[src/inc/dpar_map.svh]
// Constants for the dynamic phase alignment receiver
`ifndef DPAR_MAP_SVH
`define DPAR_MAP_SVH
`define DPAR_PHASES 8
`define DPAR_PH_W 3
`define DPAR_PH_LAST 3'h7
`define DPAR_MID_EYE 3'h4
`define DPAR_BYP_PHASE 3'h4
`define DPAR_W_MULT 1
`define DPAR_J 10
`define DPAR_J_W 4
`define DPAR_CH 4
`define DPAR_MAX_CH 20
`define DPAR_SYNC_DEPTH 4
`define DPAR_SYNC_AW 2
`define DPAR_WPTR_RST 2'h2
`define DPAR_RPTR_RST 2'h0
`define DPAR_PRIME_CNT 2'h2
`define DPAR_OUT_DEPTH 16
`define DPAR_CLK_PS 25000
`define DPAR_RATE_DPA_MBPS 1000
`define DPAR_RATE_BYP_MBPS 840
`endif

[src/inc/dpar_pkg.sv]
// Types for the dynamic phase alignment receiver
`include "dpar_map.svh"
package dpar_pkg;
    typedef logic [`DPAR_PH_W-1:0] dpar_phase_t;
    typedef logic [`DPAR_J-1:0] dpar_word_t;
    typedef struct packed {
        dpar_word_t [`DPAR_CH-1:0] data;
    } dpar_frame_t;
    typedef struct packed {
        dpar_phase_t [`DPAR_CH-1:0] phase;
        logic [`DPAR_CH-1:0] edge_seen;
    } dpar_status_t;
endpackage

[src/dpar_receiver.sv]
// Dynamic phase alignment receiver with per-channel synchronizers and output FIFO
//
// Contract
// [RULE1] Eight equal phases from four-stage oscillator
// [RULE2] Lock nearest phase, forward retimed data
// [RULE3] Each channel picks its phase independently
// [RULE4] Alignment automatic, continuous, tracks drift
// [RULE5] Phase step is one eighth bit
// [RULE6] Each fast edge measures and adjusts phase
// [RULE7] Source clock multiplied by W to bitrate
// [RULE8] Sender repeats ten zeros ten ones 256x
// [RULE9] Sender trains with 00001111 or 10010000
// [RULE10] Sender trains with alternating ones and zeros
// [RULE11] Each receiver has own phase synchronizer
// [RULE12] Synchronizer FIFO four deep, J wide
// [RULE13] Written on parallel clock, read global
// [RULE14] Parallel and global clocks share frequency
// [RULE15] No flags or enables; every-cycle transfer
// [RULE16] Receiver pins are inputs only
// [RULE17] Up to 1000 Mbps aligned, 840 bypassed
// [RULE18] Only centre PLL drives aligned channels
// [RULE19] At most 20 channels per direction
// [RULE20] J restricted to 8 or 10
// [RULE21] Synchronizer pointers start two entries apart
`timescale 1ns/1ps
`include "dpar_map.svh"

module dpar_fifo #(
    parameter int WIDTH = 8,
    parameter int DEPTH = 16
) (
    input wire logic clk_i,
    input wire logic rstn_i,
    input wire logic in_valid_i,
    output logic in_ready_o,
    input wire logic [WIDTH-1:0] in_data_i,
    output logic out_valid_o,
    input wire logic out_ready_i,
    output logic [WIDTH-1:0] out_data_o
);
    localparam int AW = $clog2(DEPTH);
    logic [WIDTH-1:0] mem_r [DEPTH];
    logic [AW-1:0] wptr_r;
    logic [AW-1:0] rptr_r;
    logic [AW:0] cnt_r;
    logic push;
    logic pop;

    assign in_ready_o = (cnt_r != (AW+1)'(DEPTH));
    assign out_valid_o = (cnt_r != '0);
    assign push = in_valid_i && in_ready_o;
    assign pop = out_valid_o && out_ready_i;
    assign out_data_o = mem_r[rptr_r];

    always_ff @(posedge clk_i) begin
        if (push) begin
            mem_r[wptr_r] <= in_data_i;
        end
    end

    always_ff @(posedge clk_i) begin
        if (!rstn_i) begin
            wptr_r <= '0;
            rptr_r <= '0;
            cnt_r <= '0;
        end else begin
            if (push) begin
                wptr_r <= (wptr_r == AW'(DEPTH-1)) ? '0 : wptr_r + 1'b1;
            end
            if (pop) begin
                rptr_r <= (rptr_r == AW'(DEPTH-1)) ? '0 : rptr_r + 1'b1;
            end
            cnt_r <= cnt_r + (AW+1)'(push) - (AW+1)'(pop);
        end
    end

    a_fifo_no_overrun: assert property (@(posedge clk_i) disable iff (!rstn_i)
        cnt_r <= (AW+1)'(DEPTH))
        else $error("output fifo written while full");
endmodule

module dpar_receiver (
    input wire logic clk_i,
    input wire logic rstn_i,
    input wire logic src_clk_i,
    input wire logic [`DPAR_CH-1:0] rx_serial_i,
    input wire logic bypass_i,
    input wire logic centre_pll_i,
    input wire logic out_ready_i,
    output logic out_valid_o,
    output dpar_pkg::dpar_frame_t out_frame_o,
    output logic accept_o,
    output logic drop_o,
    output dpar_pkg::dpar_status_t status_o
);
    import dpar_pkg::*;

    localparam int CH = `DPAR_CH;
    localparam int BIT_PS = `DPAR_PHASES * `DPAR_CLK_PS;
    localparam int RATE_MBPS = 1000000 / BIT_PS;

    logic src_s1_r;
    logic src_s2_r;
    logic src_s3_r;
    logic src_rise;
    dpar_phase_t ph_r;
    logic align_en;
    logic [`DPAR_J_W-1:0] gbit_r;
    logic gce_r;
    logic [`DPAR_SYNC_AW-1:0] rptr_r;
    logic [1:0] prime_r;
    dpar_frame_t frame_r;
    logic frame_vld_r;
    logic push_ready;
    logic drop_r;

    logic [CH-1:0] ser_s1_r;
    logic [CH-1:0] ser_s2_r;
    logic [CH-1:0][`DPAR_PHASES-2:0] samp_r;
    logic [CH-1:0] last_r;
    dpar_phase_t [CH-1:0] sel_r;
    logic [CH-1:0] seen_r;
    logic [CH-1:0] bit_r;
    logic [CH-1:0] bit_ce_r;
    logic [CH-1:0][`DPAR_J-1:0] shift_r;
    logic [CH-1:0][`DPAR_J_W-1:0] bcnt_r;
    logic [CH-1:0] wr_ce_r;
    logic [CH-1:0][`DPAR_SYNC_AW-1:0] wptr_r;
    dpar_word_t [CH-1:0] sync_q_r;

    // Source clock pin is sampled twice before the edge finder reads it
    always_ff @(posedge clk_i) begin
        if (!rstn_i) begin
            src_s1_r <= 1'b0;
            src_s2_r <= 1'b0;
            src_s3_r <= 1'b0;
        end else begin
            src_s1_r <= src_clk_i; // [RULE7]
            src_s2_r <= src_s1_r;
            src_s3_r <= src_s2_r;
        end
    end
    assign src_rise = src_s2_r && !src_s3_r;

    // Eight taps per bit; a source edge every W bits re-locks tap zero
    always_ff @(posedge clk_i) begin
        if (!rstn_i) begin
            ph_r <= '0;
        end else if (src_rise) begin
            ph_r <= '0; // [RULE7]
        end else begin
            ph_r <= ph_r + 1'b1; // [RULE1]
        end
    end

    // Corner PLLs cannot align, so they fall back to the fixed tap
    assign align_en = centre_pll_i && !bypass_i; // [RULE18]

    genvar c;
    generate
        for (c = 0; c < CH; c++) begin : g_ch
            logic [`DPAR_PHASES-1:0] win;
            dpar_phase_t edge_ph;
            logic edge_hit;
            dpar_phase_t target;
            dpar_phase_t diff;

            // Receiver pins are only ever read
            always_ff @(posedge clk_i) begin
                if (!rstn_i) begin
                    ser_s1_r[c] <= 1'b0;
                    ser_s2_r[c] <= 1'b0;
                end else begin
                    ser_s1_r[c] <= rx_serial_i[c]; // [RULE16]
                    ser_s2_r[c] <= ser_s1_r[c];
                end
            end

            always_ff @(posedge clk_i) begin
                if (!rstn_i) begin
                    samp_r[c] <= '0;
                    last_r[c] <= 1'b0;
                end else if (ph_r == `DPAR_PH_LAST) begin
                    last_r[c] <= ser_s2_r[c];
                end else begin
                    samp_r[c][ph_r] <= ser_s2_r[c];
                end
            end

            // Find the first data transition inside the current bit
            always_comb begin
                win = {ser_s2_r[c], samp_r[c]};
                edge_hit = 1'b0;
                edge_ph = '0;
                if (win[0] != last_r[c]) begin
                    edge_hit = 1'b1;
                end else begin
                    for (int k = 1; k < `DPAR_PHASES; k++) begin
                        if (!edge_hit && (win[k] != win[k-1])) begin
                            edge_hit = 1'b1;
                            edge_ph = dpar_phase_t'(k);
                        end
                    end
                end
                target = edge_ph + `DPAR_MID_EYE;
                diff = target - sel_r[c];
            end

            // One-tap steps keep drift tracking smooth but take up to four bits with a data transition to settle
            always_ff @(posedge clk_i) begin
                if (!rstn_i) begin
                    sel_r[c] <= `DPAR_BYP_PHASE;
                    seen_r[c] <= 1'b0;
                end else if (!align_en) begin
                    sel_r[c] <= `DPAR_BYP_PHASE; // [RULE17]
                end else if (ph_r == `DPAR_PH_LAST && edge_hit) begin // [RULE6] [RULE4]
                    seen_r[c] <= 1'b1;
                    if (diff != '0) begin
                        sel_r[c] <= diff[`DPAR_PH_W-1] && (diff != `DPAR_MID_EYE)
                            ? sel_r[c] - 1'b1 : sel_r[c] + 1'b1; // [RULE5] [RULE3]
                    end
                end
            end

            // A tap move across the bit edge may repeat or skip one bit
            always_ff @(posedge clk_i) begin
                if (!rstn_i) begin
                    bit_r[c] <= 1'b0;
                    bit_ce_r[c] <= 1'b0;
                end else begin
                    bit_ce_r[c] <= (ph_r == sel_r[c]); // [RULE2]
                    if (ph_r == sel_r[c]) begin
                        bit_r[c] <= ser_s2_r[c];
                    end
                end
            end

            always_ff @(posedge clk_i) begin
                if (!rstn_i) begin
                    shift_r[c] <= '0;
                    bcnt_r[c] <= '0;
                    wr_ce_r[c] <= 1'b0;
                end else begin
                    wr_ce_r[c] <= 1'b0;
                    if (bit_ce_r[c]) begin
                        shift_r[c] <= {shift_r[c][`DPAR_J-2:0], bit_r[c]};
                        if (bcnt_r[c] == `DPAR_J_W'(`DPAR_J-1)) begin
                            bcnt_r[c] <= '0;
                            wr_ce_r[c] <= 1'b1;
                        end else begin
                            bcnt_r[c] <= bcnt_r[c] + 1'b1;
                        end
                    end
                end
            end

            // Frequency lock keeps this FIFO from wrapping, so it has no flags
            dpar_word_t mem_r [`DPAR_SYNC_DEPTH];
            always_ff @(posedge clk_i) begin
                if (wr_ce_r[c]) begin
                    mem_r[wptr_r[c]] <= shift_r[c]; // [RULE12] [RULE11]
                end
            end

            always_ff @(posedge clk_i) begin
                if (!rstn_i) begin
                    wptr_r[c] <= `DPAR_WPTR_RST; // [RULE21]
                end else if (wr_ce_r[c]) begin
                    wptr_r[c] <= wptr_r[c] + 1'b1; // [RULE13] [RULE15]
                end
            end

            always_ff @(posedge clk_i) begin
                if (!rstn_i) begin
                    sync_q_r[c] <= '0;
                end else if (gce_r) begin
                    sync_q_r[c] <= mem_r[rptr_r]; // [RULE13]
                end
            end

            a_sel_one_tap: assert property (@(posedge clk_i) disable iff (!rstn_i)
                align_en && $past(align_en) && sel_r[c] != $past(sel_r[c]) |->
                (sel_r[c] == $past(sel_r[c]) + 1'b1 || sel_r[c] == $past(sel_r[c]) - 1'b1)) // [RULE5]
                else $error("selected tap moved more than one step");
            a_adjust_edge: assert property (@(posedge clk_i) disable iff (!rstn_i)
                align_en && $past(align_en) && sel_r[c] != $past(sel_r[c]) |->
                $past(ph_r) == `DPAR_PH_LAST) // [RULE6]
                else $error("tap moved away from the bit boundary");
            a_retime_tap: assert property (@(posedge clk_i) disable iff (!rstn_i)
                (ph_r == sel_r[c]) |=> bit_ce_r[c] && bit_r[c] == $past(ser_s2_r[c])) // [RULE2]
                else $error("retimed bit not taken at selected tap");
            a_word_rate: assert property (@(posedge clk_i) disable iff (!rstn_i)
                wr_ce_r[c] |=> !wr_ce_r[c] [*7]) // [RULE15]
                else $error("synchronizer written faster than one word per bit span");
        end
    endgenerate

    // Global read clock: one word per J bit periods, common to all channels
    always_ff @(posedge clk_i) begin
        if (!rstn_i) begin
            gbit_r <= '0;
            gce_r <= 1'b0;
        end else begin
            gce_r <= 1'b0;
            if (ph_r == `DPAR_PH_LAST) begin
                if (gbit_r == `DPAR_J_W'(`DPAR_J-1)) begin
                    gbit_r <= '0;
                    gce_r <= 1'b1; // [RULE14]
                end else begin
                    gbit_r <= gbit_r + 1'b1;
                end
            end
        end
    end

    always_ff @(posedge clk_i) begin
        if (!rstn_i) begin
            rptr_r <= `DPAR_RPTR_RST; // [RULE21]
            prime_r <= '0;
        end else if (gce_r) begin
            rptr_r <= rptr_r + 1'b1; // [RULE15]
            if (prime_r != `DPAR_PRIME_CNT) begin
                prime_r <= prime_r + 1'b1;
            end
        end
    end

    // First reads return stale entries; hold the stream until two words passed
    always_ff @(posedge clk_i) begin
        if (!rstn_i) begin
            frame_r <= '0;
            frame_vld_r <= 1'b0;
        end else begin
            frame_vld_r <= gce_r && (prime_r == `DPAR_PRIME_CNT);
            if (gce_r) begin
                for (int k = 0; k < CH; k++) begin
                    frame_r.data[k] <= mem_rd(k);
                end
            end
        end
    end

    function automatic dpar_word_t mem_rd(input int k);
        mem_rd = sync_q_r[k];
    endfunction

    // The link cannot stall, so a full output FIFO loses the frame and says so
    always_ff @(posedge clk_i) begin
        if (!rstn_i) begin
            drop_r <= 1'b0;
        end else if (frame_vld_r && !push_ready) begin
            drop_r <= 1'b1;
        end
    end

    dpar_fifo #(
        .WIDTH($bits(dpar_frame_t)),
        .DEPTH(`DPAR_OUT_DEPTH)
    ) u_out_fifo (
        .clk_i(clk_i),
        .rstn_i(rstn_i),
        .in_valid_i(frame_vld_r),
        .in_ready_o(push_ready),
        .in_data_i(frame_r),
        .out_valid_o(out_valid_o),
        .out_ready_i(out_ready_i),
        .out_data_o(out_frame_o)
    );

    assign accept_o = push_ready;
    assign drop_o = drop_r;
    assign status_o.phase = sel_r;
    assign status_o.edge_seen = seen_r;

    a_tap_advance: assert property (@(posedge clk_i) disable iff (!rstn_i)
        !src_rise |=> ph_r == $past(ph_r) + 1'b1) // [RULE1]
        else $error("phase taps did not advance in order");
    a_src_relock: assert property (@(posedge clk_i) disable iff (!rstn_i)
        src_rise |=> ph_r == '0) // [RULE7]
        else $error("source edge did not re-lock tap zero");
    a_bypass_fixed: assert property (@(posedge clk_i) disable iff (!rstn_i)
        !align_en |=> status_o.phase[0] == `DPAR_BYP_PHASE) // [RULE18]
        else $error("tap moved while alignment unavailable");
    a_global_rate: assert property (@(posedge clk_i) disable iff (!rstn_i)
        gce_r |=> !gce_r [*8]) // [RULE14]
        else $error("global read strobe too frequent");
    a_ptr_gap: assert property (@(posedge clk_i)
        !rstn_i |=> rptr_r == `DPAR_RPTR_RST && wptr_r[0] == `DPAR_WPTR_RST) // [RULE21]
        else $error("synchronizer pointers not two apart after reset");
    a_width_legal: assert property (@(posedge clk_i) disable iff (!rstn_i)
        `DPAR_J == 8 || `DPAR_J == 10) // [RULE20]
        else $error("word width must be 8 or 10");
    a_chan_limit: assert property (@(posedge clk_i) disable iff (!rstn_i)
        CH <= `DPAR_MAX_CH) // [RULE19]
        else $error("too many channels on one fast PLL");
    a_rate_limit: assert property (@(posedge clk_i) disable iff (!rstn_i)
        RATE_MBPS <= (align_en ? `DPAR_RATE_DPA_MBPS : `DPAR_RATE_BYP_MBPS)) // [RULE17]
        else $error("line rate above supported limit");
endmodule

[config.mk]
export PLATFORM = sky130hd
export DESIGN_NAME = dpar_receiver
export DESIGN_NICKNAME = d
export VERILOG_FILES = /design/src/inc/dpar_pkg.sv /design/src/dpar_receiver.sv
export VERILOG_INCLUDE_DIRS = /design/src /design/src/inc
export SDC_FILE = /design/constraint.sdc
export NUM_CORES = 1
export LEC_CHECK = 0
export BUFFER_PORTS_ARGS = -buffer_cell sky130_fd_sc_hd__buf_2
export CORE_MARGIN = 3
export CORE_UTILIZATION = 60
export CTS_CLUSTER_SIZE = 24
export DETAILED_ROUTE_END_ITERATION = 6
export GPL_ROUTABILITY_DRIVEN = 0
export PLACE_DENSITY_LB_ADDON = 0.1
export SLEW_MARGIN = 20
export SYNTH_ARGS = -nofsm -noshare
export SYNTH_HDL_FRONTEND = slang
export SYNTH_HIERARCHICAL = 1
export SYNTH_SLANG_ARGS = --single-unit
[constraint.sdc]
create_clock -name clk_i -period 7.4 [get_ports clk_i]
set_clock_uncertainty 0.2 [all_clocks]
set_input_delay 2.22 -clock clk_i [delete_from_list [all_inputs] [get_ports clk_i]]
set_output_delay 2.22 -clock clk_i [all_outputs]
set_load 0.02 [all_outputs]
==> metrics.md <==
| Metric | Value |
|---|---|
| Worst slew pin tran | 1.046 ns |
| Initial antenna violation count | 0 |
| Drt initial violations | 1617 |
| Routed wire length | 82.99 mm |
| Sequential cell area fraction in the yosys report | 0.6945 |
| Clock root buffer | clkbuf_16 |
| Post-CTS sizing | 0 |
| Largest net degree at the start of global routing | 112 |
| Die area | 72670 um^2 |
| Setup total negative slack | 0 ns |
| Ant diodes | 0 |
| Status | finished clean |
| DR vias/cell | 6.004 |
| Die width | 269.6 um |
| Clk pwr share | 0.410 |
| Hold WC Path Type | reg2reg |
| Switching share of total power | 0.2141 |
| Post-CTS setup buffers | 0 |
| Core Area | 68710 um^2 |
| Routed wire per std cell | 23.94 um |
| Setup CP Type | reg2out |
| Pwr/cell area | 272.9 nW/um^2 |
| Clk slew on worst S/H paths | 0.06 ns |
| Final Power | 12.58 mW |
| Max Buffers Root-to-Sink | 3 |
| DP Wirelength | 44.25 mm |
| Share of cells above drive strength 1 | 0.1680 |
| Synthesized area | 41680 um^2 |
| Setup WS post-layout | 1.902 ns |
| Total CTS buffers | 102 |
| Met2 WL | 41.97 mm |
| First-pass GRT wire length | 126.7 mm |
| Wire length on met3 | 4.821 mm |
| Setup violations, final | 0 |
| Required @ worst endpoint | 4.98 ns |
| Highest routed layer | met4 |
| Worst-skew pair later-pin latency | 0.65 ns |
| Critical path launch point type | register |
| Cell row count | 96 |
| TritonCTS clock tree | done |
| Rel. slew slack | 0.2975 |
| CTS Sinks | 1046 |
| Htree depth | 3 |
| Nets | 2506 |
| Critical path data arrival time | 3.08 ns |
| Synth Net Count | 2444 |
| Met1 wire length | 34.65 mm |
| Fin crit share | 0.7429 |
| Number of global-route vias before repair | 21000 |
| Internal power | 9.886 mW |
| Logic pwr share | 0.087 |
| Fmax | 0.1819 GHz |
| Die height | 269.6 um |
| Ports | 69 |
| Max-cap violations | 0 |
| Area grow syn2layout | 10.58% |
| Critical path peak fanout | 48 |
| Ys Warns | 6 |
| Initial Utilization | 0.6066 |
| Drc violations | 0 |
| Flops & latches, synth | 1046 |
| Gr usage total | 0.2295 |
| Fillcell total | 4581 |
| Mapped Avg Cell Area | 17.46 um^2 |
| Post-route ant nets | 0 |
| Most common cell after layout, fill and taps aside | edfxtp_1 |
| TritonRoute pass-1 iters | 5 |
| P_sw | 2.694 mW |
| Mapped Cells | 2387 |
| Final Max Tran Viols | 0 |
| Most common flop cell mapped by yosys | edfxtp_1 |
| Fin. Hold Viols | 0 |
| LEAKAGE | 14.89 nW |
| CTS Hold Bufs | 0 |
| Most frequent cells in the layout | edfxtp_1, dfxtp_1, nor2b_1, mux2i_1, mux4_2 |
| Synth unique cells | 60 |
| Post-synth EDFFs | 800 |
| Vias | 20810 |
| Reg power frac | 0.503 |
| Peak VDD IR | 0.1906 mV |
| Period minus WS final | 5.498 ns |
| PortBufs | 68 |
| Global route overflow | 0 |
| DP Worst Slack | 2.560 ns |
| CP endpoint kind | output pin |
| Unrepaired setup endpoints after global routing | false |
| Post-synth ARST share | 0 |
==> state kept, by name, indices dropped and copies added, names as in the netlist, 5 cells and up, named ones only <==
register          count
wptr_r                8
sync_q_r             40
g_ch.mem_r          160
bcnt_r               16
u_out_fifo/cnt_r      5
status_o             16
u_out_fifo/mem_r    640
g_ch.win             32
shift_r              40
frame_r              40
==> area by class of cell <==
| type | count | area (um^2) | area share |
|---|---|---|---|
| Multi-Input combinational cell | 1177 | 11930 | 0.2589 |
| Inverter | 39 | 146.4 | 0.003176 |
| Tap cell | 931 | 1165 | 0.02527 |
| Clock buffer | 145 | 2900 | 0.06293 |
| Sequential cell | 1046 | 28960 | 0.6284 |
| Timing Repair Buffer | 83 | 496.7 | 0.01078 |
| Clock inverter | 45 | 489.2 | 0.01061 |
==> Yosys cell counts, types with 6 or more instances <==
master / count / share of area
a31oi_1: 8 / 0.0012
a22oi_1: 80 / 0.014
o21ai_0: 33 / 0.0040
inv_1: 39 / 0.0035
mux2i_1: 160 / 0.038
a21oi_1: 33 / 0.0040
buf_12: 11 / 0.0053
mux4_2: 140 / 0.076
clkbuf_1: 70 / 0.0063
nand2b_1: 10 / 0.0015
mux2_2: 8 / 0.0022
and3_1: 15 / 0.0023
mux4_1: 60 / 0.038
buf_1: 15 / 0.0014
a21boi_0: 6 / 0.0011
o2111ai_1: 16 / 0.0034
nand2_1: 99 / 0.0089
buf_2: 21 / 0.0025
nand3_1: 14 / 0.0017
nor3_1: 33 / 0.0040
nor2_1: 23 / 0.0021
ha_1: 42 / 0.013
nor2b_1: 184 / 0.028
dfxtp_1: 246 / 0.12
xnor2_1: 30 / 0.0063
and2_1: 66 / 0.0099
or3_1: 13 / 0.0020
nor3b_1: 6 / 0.0011
edfxtp_1: 800 / 0.58
xor2_1: 30 / 0.0063
==> per-stage QoR <==
step / hold WS, ns / utilization / cell area, um^2 / instances
after floorplan: 0.2119 / - / 41680 / 2387
after global placement: 0.2188 / 0.6215 / 42700 / 3276
after detailed placement: 0.2193 / 0.6215 / 42700 / 3276
after CTS: 0.2325 / 0.6708 / 46090 / 3466
after global routing: 0.2442 / 0.6708 / 46090 / 3466
final: 0.2314 / 0.6708 / 46090 / 3466
==> final timing paths <==
kind / from / endpoint / slack (ns) / depth (start not counted)
min: ser_s1_r[2]$_SDFF_PN0_ / g_ch[2].win[7]$_SDFF_PN0_ / 0.23 / 1
max: register / out_frame_o[5] / 1.90 / 5
max reg2reg: g_ch[0].win[0]$_SDFFE_PN0P_ / status_o[6]$_SDFFE_PN1P_ / 2.94 / 16
min reg2reg: ser_s1_r[2]$_SDFF_PN0_ / g_ch[2].win[7]$_SDFF_PN0_ / 0.23 / 1
==> routing by layer <==
layer,track usage,vias to the layer above
met2,0.3876,572
li1,-,9448
met4,0.06223,0
met3,0.03648,112
met5,0,-
met1,0.3155,10680
==> cells by family after synthesis <==
| kind of cell | Yosys count | share of synthesized area |
|---|---|---|
| flip-flops | 1046 | 0.6945 |
| XOR/XNOR | 61 | 0.01300 |
| AO/OA/AOI/OAI | 217 | 0.03731 |
| AND/OR/NAND/NOR | 484 | 0.06511 |
| multiplexers | 368 | 0.1541 |
| buffers and inverters | 164 | 0.02098 |
| adder cells (fa/ha/maj) | 47 | 0.01501 |
==> power groups by stage <==
stage	clock network, mW	logic [mW]	registers (mW)
3_3_place_gp	0	1.09	6.45
3_5_place_dp	0	1.11	6.45
6_report	5.16	1.10	6.32
4_1_cts	5.27	1.11	6.32
2_1_floorplan	0	0.979	6.40
5_1_grt	5.52	1.19	6.33
==> critical path: stages (launching register included) <==
cell and delay [ns]:
dfxtp_4 0.83, buf_4 0.59, mux4_2 0.38, a22oi_1 0.21, nand2_1 0.14, buf_2 0.19
(Power assumes the default switching activity.)
